`config.mk`:
```
export PLATFORM = sky130hd
export DESIGN_NAME = bms_pin_ctrl
export DESIGN_NICKNAME = d
export VERILOG_FILES = /design/src/rtl/bms_pkg.sv /design/src/rtl/bms_pin_ctrl.sv
export SDC_FILE = /design/constraint.sdc
export NUM_CORES = 1
export LEC_CHECK = 0
export BUFFER_PORTS_ARGS = -buffer_cell sky130_fd_sc_hd__buf_2
export CORE_UTILIZATION = 25
export DETAILED_ROUTE_END_ITERATION = 6
export MAX_ROUTING_LAYER = met4
export PLACE_DENSITY_LB_ADDON = 0.15
export SYNTH_ARGS = -nofsm -noshare
export SYNTH_HDL_FRONTEND = slang
export SYNTH_SLANG_ARGS = --single-unit
```
`constraint.sdc`:
```
create_clock -name sys_clk -period 5.15 [get_ports sys_clk]
set_input_delay 0.515 -clock sys_clk [delete_from_list [all_inputs] [get_ports sys_clk]]
set_output_delay 0.515 -clock sys_clk [all_outputs]
set_load 0.03 [all_outputs]
```
`src/rtl/bms_pkg.sv`:
```
// shared constants and types of the boot-mode and status pin controller
// assumes a 125 MHz system clock and a 32-bit apb register bus
package bms_pkg;

	////////////////////////////////////////////////////////////////////////
	// clock and timing
	localparam int unsigned CLK_NS = 8;
	localparam int unsigned CLK_HZ = 125_000_000;
	// reset output held low this long after every reset source is gone
	localparam int unsigned RST_HOLD_NS = 1000;
	localparam int unsigned RST_HOLD_CYC = (RST_HOLD_NS + CLK_NS - 1) / CLK_NS;
	// width of an external i/o read or write strobe
	localparam int unsigned STROBE_NS = 48;
	localparam int unsigned STROBE_CYC = (STROBE_NS + CLK_NS - 1) / CLK_NS;
	// fixed bit rate of the asynchronous cold boot
	localparam int unsigned BOOT_BAUD = 2400;
	localparam int unsigned BOOT_BAUD_DIV = CLK_HZ / BOOT_BAUD;

	////////////////////////////////////////////////////////////////////////
	// register byte offsets
	localparam logic [7:0] REG_CTRL = 8'h00;
	localparam logic [7:0] REG_BOOT = 8'h04;
	localparam logic [7:0] REG_PA_OUT = 8'h08;
	localparam logic [7:0] REG_PA_DIR = 8'h0c;
	localparam logic [7:0] REG_PB_OUT = 8'h10;
	localparam logic [7:0] REG_PB_DIR = 8'h14;
	localparam logic [7:0] REG_PG_OUT = 8'h18;
	localparam logic [7:0] REG_PG_DIR = 8'h1c;
	localparam logic [7:0] REG_PINS = 8'h20;

	// control register field positions
	localparam int unsigned CTRL_FUNC_LSB = 0;
	localparam int unsigned CTRL_LEVEL_BIT = 2;
	localparam int unsigned CTRL_XBUS_BIT = 3;
	localparam int unsigned CTRL_AUX_BIT = 4;
	localparam int unsigned CTRL_SERE_BIT = 5;
	// pin readback field positions
	localparam int unsigned PINS_PB_LSB = 8;
	localparam int unsigned PINS_PG_LSB = 16;

	////////////////////////////////////////////////////////////////////////
	// status output functions
	typedef enum logic [1:0] {
		STAT_OPFETCH = 2'h0,
		STAT_INTACK = 2'h1,
		STAT_GPO = 2'h2,
		STAT_RSVD = 2'h3
	} bms_stat_e;

	// startup procedure, encoded as {boot_select_hi, boot_select_lo}
	typedef enum logic [1:0] {
		BOOT_ADDR_ZERO = 2'h0,
		BOOT_CLK_SER_A = 2'h1,
		BOOT_SLAVE = 2'h2,
		BOOT_ASYNC_SER_A = 2'h3
	} bms_boot_e;

	// external i/o cycle, gray along idle-setup-strobe-hold
	typedef enum logic [1:0] {
		IO_IDLE = 2'h0,
		IO_SETUP = 2'h1,
		IO_STROBE = 2'h3,
		IO_HOLD = 2'h2
	} bms_io_e;

	localparam logic [5:0] CTRL_RESET = 6'h00;

	typedef struct packed {
		logic serialEEn;
		logic auxAddrEn;
		logic extBusEn;
		logic statusLevel;
		bms_stat_e statusFunc;
	} bms_ctrl_s;

	typedef struct packed {
		logic valid;
		logic write;
		logic [5:0] addr;
		logic [7:0] wdata;
	} bms_io_req_s;

	typedef struct packed {
		logic done;
		logic [7:0] rdata;
	} bms_io_rsp_s;

	typedef struct packed {
		logic valid;
		logic cold;
		bms_boot_e source;
		logic [15:0] baudDiv;
	} bms_boot_s;

endpackage

```
`src/rtl/bms_pin_ctrl.sv`:
```
// boot-mode, status, reset and alternate pin functions of the processor module
// assumes apb master on sys_clk, core strobes on sys_clk, pins asynchronous
`timescale 1ns/10ps

module bms_pin_ctrl #(
	parameter int unsigned STROBE_CYC = bms_pkg::STROBE_CYC,
	parameter int unsigned RST_HOLD_CYC = bms_pkg::RST_HOLD_CYC
) (
	input wire logic sys_clk, // system clock
	input wire logic rst, // synchronous reset
	// apb slave
	input wire logic psel, // select
	input wire logic penable, // access phase
	input wire logic pwrite, // write
	input wire logic [7:0] paddr, // byte address
	input wire logic [31:0] pwdata, // write data
	output logic pready, // ready
	output logic pslverr, // unmapped address
	output logic [31:0] prdata, // read data
	// core side
	input wire logic opFetchFirst, // first opcode fetch cycle
	input wire logic intAckCycle, // interrupt acknowledge cycle
	input wire bms_pkg::bms_io_req_s ioReq, // external i/o request
	output logic ioReqReady, // i/o engine idle
	output bms_pkg::bms_io_rsp_s ioRsp, // i/o completion
	input wire logic [19:0] coreMemAddr, // core memory address
	input wire logic [7:0] coreMemWdata, // core memory write data
	output logic [7:0] coreMemRdata, // memory read data to core
	output logic coreReset, // processor reset
	output bms_pkg::bms_boot_s bootInfo, // sampled startup procedure
	input wire logic serialETxCore, // serial e transmit from core
	input wire logic serialEClkCore, // serial e clock from core
	output logic serialERxCore, // serial e receive to core
	output logic serialEClkInCore, // serial e clock input to core
	// onboard memory, never at the headers
	output logic [19:0] memAddr, // memory address
	output logic [7:0] memWdata, // memory write data
	input wire logic [7:0] memRdata, // memory read data
	output logic memReset_n, // memory reset
	// header pins
	input wire logic boot_select_lo, // boot mode pin 0
	input wire logic boot_select_hi, // boot mode pin 1
	input wire logic resetIn_n, // external reset input
	output logic reset_out_n, // reset output to peripherals
	output logic statusPin, // status output
	output logic ext_io_write_strobe_n, // i/o write strobe
	output logic ext_io_read_strobe_n, // i/o read strobe
	input wire logic [7:0] portAIn, // port a pin level
	output logic [7:0] portAOut, // port a drive value
	output logic [7:0] portAOe, // port a drive enable
	input wire logic [5:0] portBIn, // port b bits 7:2 level
	output logic [5:0] portBOut, // port b bits 7:2 drive
	output logic [5:0] portBOe, // port b bits 7:2 enable
	input wire logic [3:0] portGIn, // port g bits 7:4 level
	output logic [3:0] portGOut, // port g bits 7:4 drive
	output logic [3:0] portGOe // port g bits 7:4 enable
);

	////////////////////////////////////////////////////////////////////////
	// elaboration checks
	// read data is taken from the two-flop synchroniser, so the strobe must outlast it
	if (STROBE_CYC < 3 || STROBE_CYC > 255) begin : g_chk_strobe
		$error("STROBE_CYC must be 3 to 255");
	end
	if (RST_HOLD_CYC < 1 || RST_HOLD_CYC > 65535) begin : g_chk_hold
		$error("RST_HOLD_CYC must be 1 to 65535");
	end

	////////////////////////////////////////////////////////////////////////
	// pin synchronisers, first stage read by the second only
	logic [20:0] pinMeta_q, pinSync_q;
	wire [20:0] pinRaw = {resetIn_n, boot_select_hi, boot_select_lo, portGIn, portBIn, portAIn};
	always_ff @(posedge sys_clk) begin
		pinMeta_q <= pinRaw;
		pinSync_q <= pinMeta_q;
	end
	wire [7:0] paSync = pinSync_q[7:0];
	wire [5:0] pbSync = pinSync_q[13:8];
	wire [3:0] pgSync = pinSync_q[17:14];
	wire [1:0] bootSync = pinSync_q[19:18];
	wire extResetSync = ~pinSync_q[20];

	////////////////////////////////////////////////////////////////////////
	// reset generator
	logic [15:0] holdCnt_q, holdCnt_d;
	logic inReset_q;
	wire anyReset = rst | extResetSync;
	assign holdCnt_d = anyReset ? RST_HOLD_CYC[15:0] :
		(holdCnt_q != 16'h0000) ? holdCnt_q - 16'h0001 : 16'h0000;
	wire releaseNow = inReset_q & ~anyReset & (holdCnt_q == 16'h0001);
	// a glitch-free stretch so slow peripherals see a full reset
	always_ff @(posedge sys_clk) begin
		if (rst) begin
			holdCnt_q <= RST_HOLD_CYC[15:0];
			inReset_q <= 1'b1;
		end else begin
			holdCnt_q <= holdCnt_d;
			inReset_q <= anyReset | (inReset_q & ~releaseNow);
		end
	end
	always_ff @(posedge sys_clk) begin
		if (rst) begin
			coreReset <= 1'b1;
			memReset_n <= 1'b0;
		end else begin
			coreReset <= anyReset | (inReset_q & ~releaseNow);
			memReset_n <= ~(anyReset | (inReset_q & ~releaseNow));
		end
	end
	always_ff @(posedge sys_clk) begin
		if (rst) begin
			reset_out_n <= 1'b0;
		end else begin
			reset_out_n <= ~(anyReset | (inReset_q & ~releaseNow));
		end
	end

	////////////////////////////////////////////////////////////////////////
	// startup procedure sampled at release
	wire [1:0] bootSel = bootSync;
	wire bootCold = (bootSel != bms_pkg::BOOT_ADDR_ZERO);
	wire [15:0] bootDiv = (bootSel == bms_pkg::BOOT_ASYNC_SER_A) ?
		bms_pkg::BOOT_BAUD_DIV[15:0] : 16'h0000;
	always_ff @(posedge sys_clk) begin
		if (rst) begin
			bootInfo <= '0;
		end else if (anyReset) begin
			bootInfo.valid <= 1'b0;
		end else if (releaseNow) begin
			bootInfo.valid <= 1'b1;
			bootInfo.cold <= bootCold;
			bootInfo.source <= bms_pkg::bms_boot_e'(bootSel);
			bootInfo.baudDiv <= bootDiv;
		end
	end

	////////////////////////////////////////////////////////////////////////
	// onboard memory path
	// memory bus stays internal
	always_ff @(posedge sys_clk) begin
		memAddr <= coreMemAddr;
		memWdata <= coreMemWdata;
		coreMemRdata <= memRdata;
	end

	////////////////////////////////////////////////////////////////////////
	// apb registers
	bms_pkg::bms_ctrl_s ctrl_q;
	logic [7:0] paOut_q, paDir_q;
	logic [5:0] pbOut_q, pbDir_q;
	logic [3:0] pgOut_q, pgDir_q;
	wire setupPhase = psel & ~penable;
	wire wrTake = psel & penable & pready & pwrite;
	wire hitCtrl = (paddr == bms_pkg::REG_CTRL);
	wire hitBoot = (paddr == bms_pkg::REG_BOOT);
	wire hitPaOut = (paddr == bms_pkg::REG_PA_OUT);
	wire hitPaDir = (paddr == bms_pkg::REG_PA_DIR);
	wire hitPbOut = (paddr == bms_pkg::REG_PB_OUT);
	wire hitPbDir = (paddr == bms_pkg::REG_PB_DIR);
	wire hitPgOut = (paddr == bms_pkg::REG_PG_OUT);
	wire hitPgDir = (paddr == bms_pkg::REG_PG_DIR);
	wire hitPins = (paddr == bms_pkg::REG_PINS);
	wire hitAny = hitCtrl | hitBoot | hitPaOut | hitPaDir | hitPbOut | hitPbDir |
		hitPgOut | hitPgDir | hitPins;
	logic ioBusy;
	wire [31:0] bootWord = {26'h0, ioBusy, bootInfo.valid, bootInfo.cold,
		bootInfo.source == bms_pkg::BOOT_ASYNC_SER_A, bootSel};
	wire [31:0] pinsWord = {12'h000, pgSync, 2'h0, pbSync, paSync};
	wire [31:0] rdMux =
		hitCtrl ? {26'h0, ctrl_q} :
		hitBoot ? bootWord :
		hitPaOut ? {24'h0, paOut_q} :
		hitPaDir ? {24'h0, paDir_q} :
		hitPbOut ? {26'h0, pbOut_q} :
		hitPbDir ? {26'h0, pbDir_q} :
		hitPgOut ? {28'h0, pgOut_q} :
		hitPgDir ? {28'h0, pgDir_q} :
		hitPins ? pinsWord : 32'h0000_0000;
	// answer prepared in setup, so the access phase ends on its first edge
	always_ff @(posedge sys_clk) begin
		if (rst) begin
			pready <= 1'b0;
			pslverr <= 1'b0;
			prdata <= 32'h0000_0000;
		end else begin
			pready <= setupPhase;
			pslverr <= setupPhase & ~hitAny;
			prdata <= (setupPhase & ~pwrite) ? rdMux : 32'h0000_0000;
		end
	end
	always_ff @(posedge sys_clk) begin
		if (anyReset) begin
			ctrl_q <= bms_pkg::CTRL_RESET;
		end else if (wrTake & hitCtrl) begin
			ctrl_q <= pwdata[5:0];
		end
	end
	// port data and direction registers
	always_ff @(posedge sys_clk) begin
		if (anyReset) begin
			paOut_q <= 8'h00;
			paDir_q <= 8'h00;
			pbOut_q <= 6'h00;
			pbDir_q <= 6'h00;
			pgOut_q <= 4'h0;
			pgDir_q <= 4'h0;
		end else if (wrTake) begin
			if (hitPaOut) paOut_q <= pwdata[7:0];
			if (hitPaDir) paDir_q <= pwdata[7:0];
			if (hitPbOut) pbOut_q <= pwdata[5:0];
			if (hitPbDir) pbDir_q <= pwdata[5:0];
			if (hitPgOut) pgOut_q <= pwdata[3:0];
			if (hitPgDir) pgDir_q <= pwdata[3:0];
		end
	end

	////////////////////////////////////////////////////////////////////////
	// external i/o cycle engine
	bms_pkg::bms_io_e ioState_q, ioState_d;
	logic [7:0] strobeCnt_q;
	logic ioWrite_q;
	logic [5:0] ioAddr_q;
	logic [7:0] ioData_q;
	assign ioBusy = (ioState_q != bms_pkg::IO_IDLE);
	wire strobeLast = (strobeCnt_q == 8'h01);
	// next state
	always_comb begin
		ioState_d = ioState_q;
		case (ioState_q)
			bms_pkg::IO_IDLE: begin
				if (ioReq.valid) ioState_d = bms_pkg::IO_SETUP;
			end
			bms_pkg::IO_SETUP: begin
				ioState_d = bms_pkg::IO_STROBE;
			end
			bms_pkg::IO_STROBE: begin
				if (strobeLast) ioState_d = bms_pkg::IO_HOLD;
			end
			bms_pkg::IO_HOLD: begin
				ioState_d = bms_pkg::IO_IDLE;
			end
			default: begin
				ioState_d = bms_pkg::IO_IDLE;
			end
		endcase
	end
	// request latched in idle, address and direction held for the whole cycle, read data loaded at the last strobe clock
	always_ff @(posedge sys_clk) begin
		if (anyReset) begin
			ioState_q <= bms_pkg::IO_IDLE;
			strobeCnt_q <= 8'h00;
			ioWrite_q <= 1'b0;
			ioAddr_q <= 6'h00;
			ioData_q <= 8'h00;
		end else begin
			ioState_q <= ioState_d;
			strobeCnt_q <= (ioState_q == bms_pkg::IO_SETUP) ? STROBE_CYC[7:0] :
				(strobeCnt_q != 8'h00) ? strobeCnt_q - 8'h01 : 8'h00;
			if (ioState_q == bms_pkg::IO_IDLE && ioReq.valid) begin
				ioWrite_q <= ioReq.write;
				ioAddr_q <= ioReq.addr;
				ioData_q <= ioReq.wdata;
			end else if (ioState_q == bms_pkg::IO_STROBE && strobeLast && !ioWrite_q) begin
				ioData_q <= paSync;
			end
		end
	end
	always_ff @(posedge sys_clk) begin
		if (anyReset) begin
			ext_io_write_strobe_n <= 1'b1;
			ext_io_read_strobe_n <= 1'b1;
			ioReqReady <= 1'b0;
			ioRsp <= '0;
		end else begin
			ext_io_write_strobe_n <= ~(ioState_d == bms_pkg::IO_STROBE & ioWrite_q);
			ext_io_read_strobe_n <= ~(ioState_d == bms_pkg::IO_STROBE & ~ioWrite_q);
			ioReqReady <= (ioState_d == bms_pkg::IO_IDLE);
			ioRsp.done <= (ioState_q == bms_pkg::IO_HOLD);
			ioRsp.rdata <= (ioState_q == bms_pkg::IO_HOLD) ? ioData_q : ioRsp.rdata;
		end
	end

	////////////////////////////////////////////////////////////////////////
	// status pin
	logic statusNext;
	always_comb begin
		case (ctrl_q.statusFunc)
			bms_pkg::STAT_OPFETCH: statusNext = ~opFetchFirst;
			bms_pkg::STAT_INTACK: statusNext = ~intAckCycle;
			bms_pkg::STAT_GPO: statusNext = ctrl_q.statusLevel;
			default: statusNext = 1'b1;
		endcase
	end
	// registered, so the pin trails the core cycle by one clock
	always_ff @(posedge sys_clk) begin
		if (anyReset) begin
			statusPin <= 1'b1;
		end else begin
			statusPin <= statusNext;
		end
	end

	////////////////////////////////////////////////////////////////////////
	// pin function muxes
	wire ioActive = (ioState_q != bms_pkg::IO_IDLE) & (ioState_d != bms_pkg::IO_IDLE);
	logic [7:0] paOutNext, paOeNext;
	logic [5:0] pbOutNext, pbOeNext;
	logic [3:0] pgOutNext, pgOeNext;
	genvar gi;
	// port a as i/o data bus
	for (gi = 0; gi < 8; gi++) begin : g_pa
		assign paOutNext[gi] = ctrl_q.extBusEn ? ioData_q[gi] : paOut_q[gi];
		assign paOeNext[gi] = ctrl_q.extBusEn ? (ioActive & ioWrite_q) : paDir_q[gi];
	end
	// port b as aux address bus
	for (gi = 0; gi < 6; gi++) begin : g_pb
		assign pbOutNext[gi] = ctrl_q.auxAddrEn ? ioAddr_q[gi] : pbOut_q[gi];
		assign pbOeNext[gi] = ctrl_q.auxAddrEn | pbDir_q[gi];
	end
	// port g as serial e: bit7 rx, bit6 tx, bit5 clock in, bit4 clock out
	assign pgOutNext = ctrl_q.serialEEn ? {1'b0, serialETxCore, 1'b0, serialEClkCore} : pgOut_q;
	assign pgOeNext = ctrl_q.serialEEn ? 4'h5 : pgDir_q;
	// all pins released while in reset
	always_ff @(posedge sys_clk) begin
		if (anyReset) begin
			portAOut <= 8'h00;
			portAOe <= 8'h00;
			portBOut <= 6'h00;
			portBOe <= 6'h00;
			portGOut <= 4'h0;
			portGOe <= 4'h0;
			serialERxCore <= 1'b1;
			serialEClkInCore <= 1'b0;
		end else begin
			portAOut <= paOutNext;
			portAOe <= paOeNext;
			portBOut <= pbOutNext;
			portBOe <= pbOeNext;
			portGOut <= pgOutNext;
			portGOe <= pgOeNext;
			serialERxCore <= ctrl_q.serialEEn ? pgSync[3] : 1'b1;
			serialEClkInCore <= ctrl_q.serialEEn ? pgSync[1] : 1'b0;
		end
	end

endmodule

```
==> results of run 1 <==
worst paths after layout:
| kind | from | endpoint | slack, ns |
|---|---|---|---|
| hold / removal | coreMemAddr[7] | memAddr[7] | 0.06 |
| hold reg to reg | pinMeta_q[9] | pinSync_q[9] | 0.32 |
| setup / recovery | ioState_q[0] | ioData_q[6] | 2.79 |
| setup reg to reg | ioState_q[0] | ioData_q[6] | 2.79 |
layer usage:
metal / vias up / wire, um / GRT usage (%)
met1: 2838 / 10850 / 18.59
li1: 3133 / - / -
met5: - / 0 / -
met3: 29 / 1762 / 3.296
met4: 0 / 309 / 3.000
met2: 230 / 10830 / 23.39
registers in the layout, indices dropped and copies added, names as in the netlist, 9 cells and up:
register	cells
memAddr	20
ioRsp	9
pinMeta_q	21
prdata	18
holdCnt_q	16
pinSync_q	21
placed cells by master, fill, tap and decap left out, drive strengths merged, types with 2 or more instances in the layout:
cell,netlist,layout
dfxtp,239,239
buf,41,225
nor2,120,120
mux2i,71,71
nand2,65,65
a21oi,49,49
clkbuf,25,39
o21ai,22,22
conb,1,20
nand3,19,19
inv,13,15
nand2b,13,13
nor3,13,13
xnor2,11,11
and3,11,11
o31ai,10,10
nor2b,9,9
nor4,8,8
nor3b,7,7
clkinv,0,7
o22ai,6,6
xor2,5,5
a21o,5,5
ha,5,5
nand4,5,5
and4,3,3
a211oi,3,3
and2,3,3
or2,2,2
a22oi,2,2
nand3b,2,2
bufinv,0,2
or4,2,2
logic make-up (layout without fill, tap and decap cells):
group | after synthesis | count (layout) | share of synthesized area [%]
AOI/OAI and AO/OA | 109 | 109 | 8.098
xor gates and xnor gates | 16 | 16 | 1.705
adders and majority gates | 5 | 5 | 0.7610
buffers and inverters | 79 | 288 | 5.145
DFF | 239 | 239 | 58.20
muxes | 72 | 72 | 8.919
other | 1 | 21 | 0.04562
and+or+nand+nor | 288 | 288 | 17.12
area by class of cell:
cell class	instances	area [um^2]	area share [%]
clock buffer	39	800.8	7.589
clock inverter	11	127.6	1.210
timing repair buffer	225	1136	10.77
sequential	239	4785	45.35
inverter	13	48.80	0.4625
antenna	1	2.502	0.02372
multi-input combinational	510	3098	29.36
tap	442	553.0	5.241
worst register-to-register path, cell delays in order (launching register included):
cell and delay [ns]:
dfxtp_1 0.40, nor2_1 0.28, and2_1 0.84, a41oi_2 0.36
nand3_1 0.25, o31ai_2 0.08
where the power goes:
group / switching (mW) / internal [mW] / leakage [nW]
registers: 0.0442 / 1.92 / 1.96
clock network: 0.796 / 1.19 / 0.465
logic: 0.246 / 0.156 / 2.08
total: 1.09 / 3.26 / 4.50
metrics by stage:
step	utilization (%)	instances
6_report	32.51	1480
5_1_grt	32.51	1480
4_1_cts	32.50	1479
3_5_place_dp	29.64	1429
3_3_place_gp	29.64	1429
2_1_floorplan	-	828
==> metrics.md, run 1 <==
| Metric | Value |
|---|---|
| Status | `finished clean` |
| Asr flop ratio synth | `0%` |
| Worst slew pin tran | `1.100 ns` |
| Vias after detailed routing | `6230` |
| Number of global-route vias before repair | `6260` |
| Post-CTS Resized | `0` |
| Mapped Cells | `809` |
| Worst path bufs/invs | `0` |
| Die X | `183.3 um` |
| Initial DRT Pass Iterations | `5` |
| Sinks on Clock Net | `239` |
| Yosys top cell area share | `58.20%` |
| Grt total ovfl | `0` |
| R2R cell count | `5` |
| GRT Util Overall | `14.53%` |
| CTS tree | `done` |
| Top cell type by total area after synthesis | `dfxtp_1` |
| Routed WL | `23750 um` |
| Die area | `33610 um^2` |
| Power density cells | `411.9 nW/um^2` |
| First-pass GRT wire length | `36420 um` |
| Post-synth EDFFs | `0` |
| Post-Place Cell Area | `9620 um^2` |
| DR iter-0 viols | `335` |
| Wire per inst | `16.05 um` |
| Hold Path Stages | `1` |
| Count leader, synth | `dfxtp_1` |
| Starting Density | `25.33%` |
| Nets | `1143` |
| Peak supply drop | `0.2294 mV` |
| CTS HTree Levels | `1` |
| Max-Slew Margin vs Limit | `26.70%` |
| Syn. warnings | `0` |
| Fin. Hold Viols | `0` |
| RSZ-0062 raised after global routing | `no` |
| Slew Limit Fails | `0` |
| IO Count | `266` |
| Top_reg_cell synth | `dfxtp_1` |
| Fin worst setup slack | `2.785 ns` |
| Main area contributors after synthesis | `dfxtp_1 58%, mux2i_1 8.6%, nor2_1 5.4%` |
| HP Class | `input port to flop` |
| Final period util | `45.91%` |
| Crit. End Element | `flop` |
| Mean Syn Cell Area | `10.16 um^2` |
| Syn Std Cell Area | `8220 um^2` |
| DR vias/cell | `4.209` |
| Post-CTS Setup Bufs | `0` |
| Reg clk slew, reported paths | `0.06 ns` |
| Root buffer cell | `clkbuf_16` |
| Kind of critical path | `flop to flop` |
| CP top delay family | `simple AND/OR/NAND/NOR gates` |
| Critical path's slowest cell | `and2_1` |
| Num CTS Buffers | `27` |
| Die height | `183.3 um` |
| Maxcap violations | `0` |
| ANT nets after route | `0` |
| Required @ worst endpoint | `5.54 ns` |
| Area growth syn-to-layout | `28.36%` |
| Share of cells above drive strength 1 | `27.87%` |
| Initial antenna violation count | `1` |
| Max frequency | `0.4229 GHz` |
| IO Port Bufs | `221` |
| Worst-path maximum fanout | `18` |
| Final TNS setup | `0 ns` |
| Final worst path period need | `2.365 ns` |
| Worst-Skew Late Latency | `0.55 ns` |
| Final setup violation count | `0` |
| Total power | `4.346 mW` |
| Core Box Area | `32450 um^2` |
| Filler cells | `3397` |
| Clock Path Buffers | `3` |
| WHS | `0.06379 ns` |
| Clock skew | `0.01185 ns` |
| Worst path max stage delay | `0.84 ns` |
| Seq/Total Area, Yosys | `58.20%` |
| Rows | `66` |
| Largest net degree at the start of global routing | `103` |
| Hold Buf Count CTS | `0` |
| Library cells used by synthesis | `62` |
| Critical path depth | `5` |
| Place WS | `2.595 ns` |
| Design area | `10550 um^2` |
| LEAKAGE | `4.505 nW` |
| Setup crit start kind | `flop` |
| Most frequent cells after synthesis | `239 x dfxtp_1, 119 x nor2_1, 71 x mux2i_1, 64 x nand2_1, 49 x a21oi_1` |
| Final routed DRC violation total | `0` |
| RD Place Congestion | `0.8376` |
| Post-synthesis sequential element count | `239` |
| Detail Placement HPWL | `17300 um` |
| Worst Path Arrival | `2.76 ns` |
| Cell chain of the critical path | `nor2_1, and2_1, a41oi_2, nand3_1, o31ai_2` |
No activity file was read; power rests on OpenSTA's default activity.
==> run 2, diff against run 1 <==
==> constraint.sdc (replaced) <==
create_clock -name sys_clk -period 1.9 [get_ports sys_clk]
set_input_delay 0.19 -clock sys_clk [delete_from_list [all_inputs] [get_ports sys_clk]]
set_output_delay 0.19 -clock sys_clk [all_outputs]
set_load 0.03 [all_outputs]
==> run 2 against run 1 <==
  * Register-to-register slack got worse by 2.6 ns
  * Fmax increased by 35%
  * Routed wire length up 3.8%
  * Combinational power grew to 3.2 times the previous value
  * Via count rose by 6.9%
  * Sequential share of layout area is 4.7 points lower
  * Flip-flop and latch count stayed put
  * Largest power group unchanged
  * Highest routed layer unchanged
==> metrics.md, run 2 (same netlist as run 1, synthesis figures left out) <==
| Metric | Value |
|---|---|
| Status | `finished clean` |
| RSZ-0062 raised after global routing | `no` |
| Met2 GRT Util | `24.15%` |
| Max-Slew Margin vs Limit | `60.01%` |
| Required @ worst endpoint | `2.36 ns` |
| Flop pwr share | `43.1%` |
| Final period util | `92.19%` |
| First-pass GRT wire length | `37580 um` |
| Top Registers | `pinMeta_q x21, pinSync_q x21, memAddr x20` |
| FF-to-FF setup slack | `0.15 ns` |
| Core Box Area | `32450 um^2` |
| IO Count | `266` |
| Global Route met3 Usage | `3.336%` |
| Worst-Skew Late Latency | `0.54 ns` |
| Die X | `183.3 um` |
| Worst slew pin tran | `0.5847 ns` |
| Reg clk slew, reported paths | `0.06 ns` |
| Root buffer cell | `clkbuf_16` |
| Num CTS Buffers | `28` |
| Vias after detailed routing | `6662` |
| Hold Buf Count CTS | `80` |
| Worst-path maximum fanout | `16` |
| Peak supply drop | `0.6819 mV` |
| Clock Power Share | `46.6%` |
| Crit. End Element | `flop` |
| LEAKAGE | `5.073 nW` |
| Layer with the highest usage | `met2` |
| Maxcap violations | `0` |
| Final routed DRC violation total | `0` |
| Initial antenna violation count | `3` |
| Die height | `183.3 um` |
| Logic gate share of total power | `10.3%` |
| DR iter-0 viols | `388` |
| Share of cells above drive strength 1 | `28.14%` |
| Die area | `33610 um^2` |
| IO Port Bufs | `221` |
| Starting Density | `25.33%` |
| Met1 GRT Util | `18.83%` |
| Design area | `11760 um^2` |
| Slew Limit Fails | `0` |
| Detail Placement HPWL | `17590 um` |
| CTS tree | `done` |
| Fin. Hold Viols | `0` |
| HP Class | `input port to flop` |
| ANT nets after route | `0` |
| RD Place Congestion | `0.8217` |
| Final worst path period need | `1.752 ns` |
| Total power | `12.35 mW` |
| Rows | `66` |
| Largest net degree at the start of global routing | `108` |
| Wire per inst | `15.41 um` |
| Final setup violation count | `0` |
| Power density cells | `1050 nW/um^2` |
| Clock skew | `0.01297 ns` |
| Kind of critical path | `flop to flop` |
| Post-Place Cell Area | `9948 um^2` |
| Final TNS setup | `0 ns` |
| Most frequent cells in the layout | `239 x dfxtp_1, 221 x buf_2, 119 x nor2_1` |
| Commonest non-fill, non-tap cell in the layout | `dfxtp_1` |
| Switching Fraction | `23.61%` |
| Nets | `1261` |
| Post-CTS Resized | `0` |
| Grt total ovfl | `0` |
| Setup crit start kind | `flop` |
| Worst Path Arrival | `2.21 ns` |
| Fin worst setup slack | `0.1483 ns` |
| Initial DRT Pass Iterations | `6` |
| Number of global-route vias before repair | `6657` |
| Routed WL | `24660 um` |
| Place WS | `0.01171 ns` |
| Post-CTS Setup Bufs | `0` |
| DR vias/cell | `4.164` |
| Sinks on Clock Net | `239` |
| GRT Util Overall | `14.97%` |
| Finished Core Util | `36.25%` |
| Sw power | `2.916 mW` |
| Clock Path Buffers | `3` |
| Area growth syn-to-layout | `43.11%` |
| CTS HTree Levels | `1` |
| Max frequency | `0.5709 GHz` |
| Pint | `9.438 mW` |
==> run 2: cell types whose count changed in the layout (fill, tap and decap cells not counted), sizes merged <==
cell,change
bufinv,+2
diode,+2
clkinv,-4
buf,+37
dlygate4sd3,+80
inv,-2
clkbuf,+5
==> run 2: worst paths after layout <==
path,cells after the start,end,start
setup / recovery,5,ioData_q[0],strobeCnt_q[3]
hold / removal,3,pslverr,paddr[5]
setup reg to reg,5,ioData_q[0],strobeCnt_q[3]
hold reg to reg,0,pinSync_q[11],pinMeta_q[11]
==> run 2: stage by stage <==
step                      cells  hold WS (ns)
after floorplan             828        0.2177
after global placement     1466        0.2921
after CTS                  1597       0.01294
after global routing       1600       0.03480
final                      1600       0.03986
after detailed placement   1466        0.2936
==> run 2: worst max-delay path, cell delays in order, from the launching register on <==
cell,delay [ns]
dfxtp_1,0.33
or4_4,0.55
nor2_1,0.21
a41oi_2,0.14
buf_4,0.21
o31ai_1,0.23
==> run 2: cell type report <==
cell class / instances / area [um^2]
multi-input combinational: 510 / 3098
tap: 442 / 553.0
antenna: 3 / 7.507
clock inverter: 7 / 135.1
clock buffer: 44 / 872.1
timing repair buffer: 342 / 2265
fill: 3317 / 20690
sequential: 239 / 4785
inverter: 13 / 48.80
==> run 2: power by group through the flow <==
stage	Clock, mW	Combinational (mW)	Sequential [mW]
floorplan	0	0.728	5.49
global placement	0	1.16	5.43
detailed placement	0	1.15	5.43
CTS	5.96	1.29	5.32
global route	6.18	1.42	5.34
finish	5.76	1.28	5.32
==> run 2: layer usage <==
layer  vias up  part of all wire, %
met4         0                  2.0
met2       217                   46
met5         -                    0
met3        49                  6.4
met1      3035                   46
li1       3361                    -
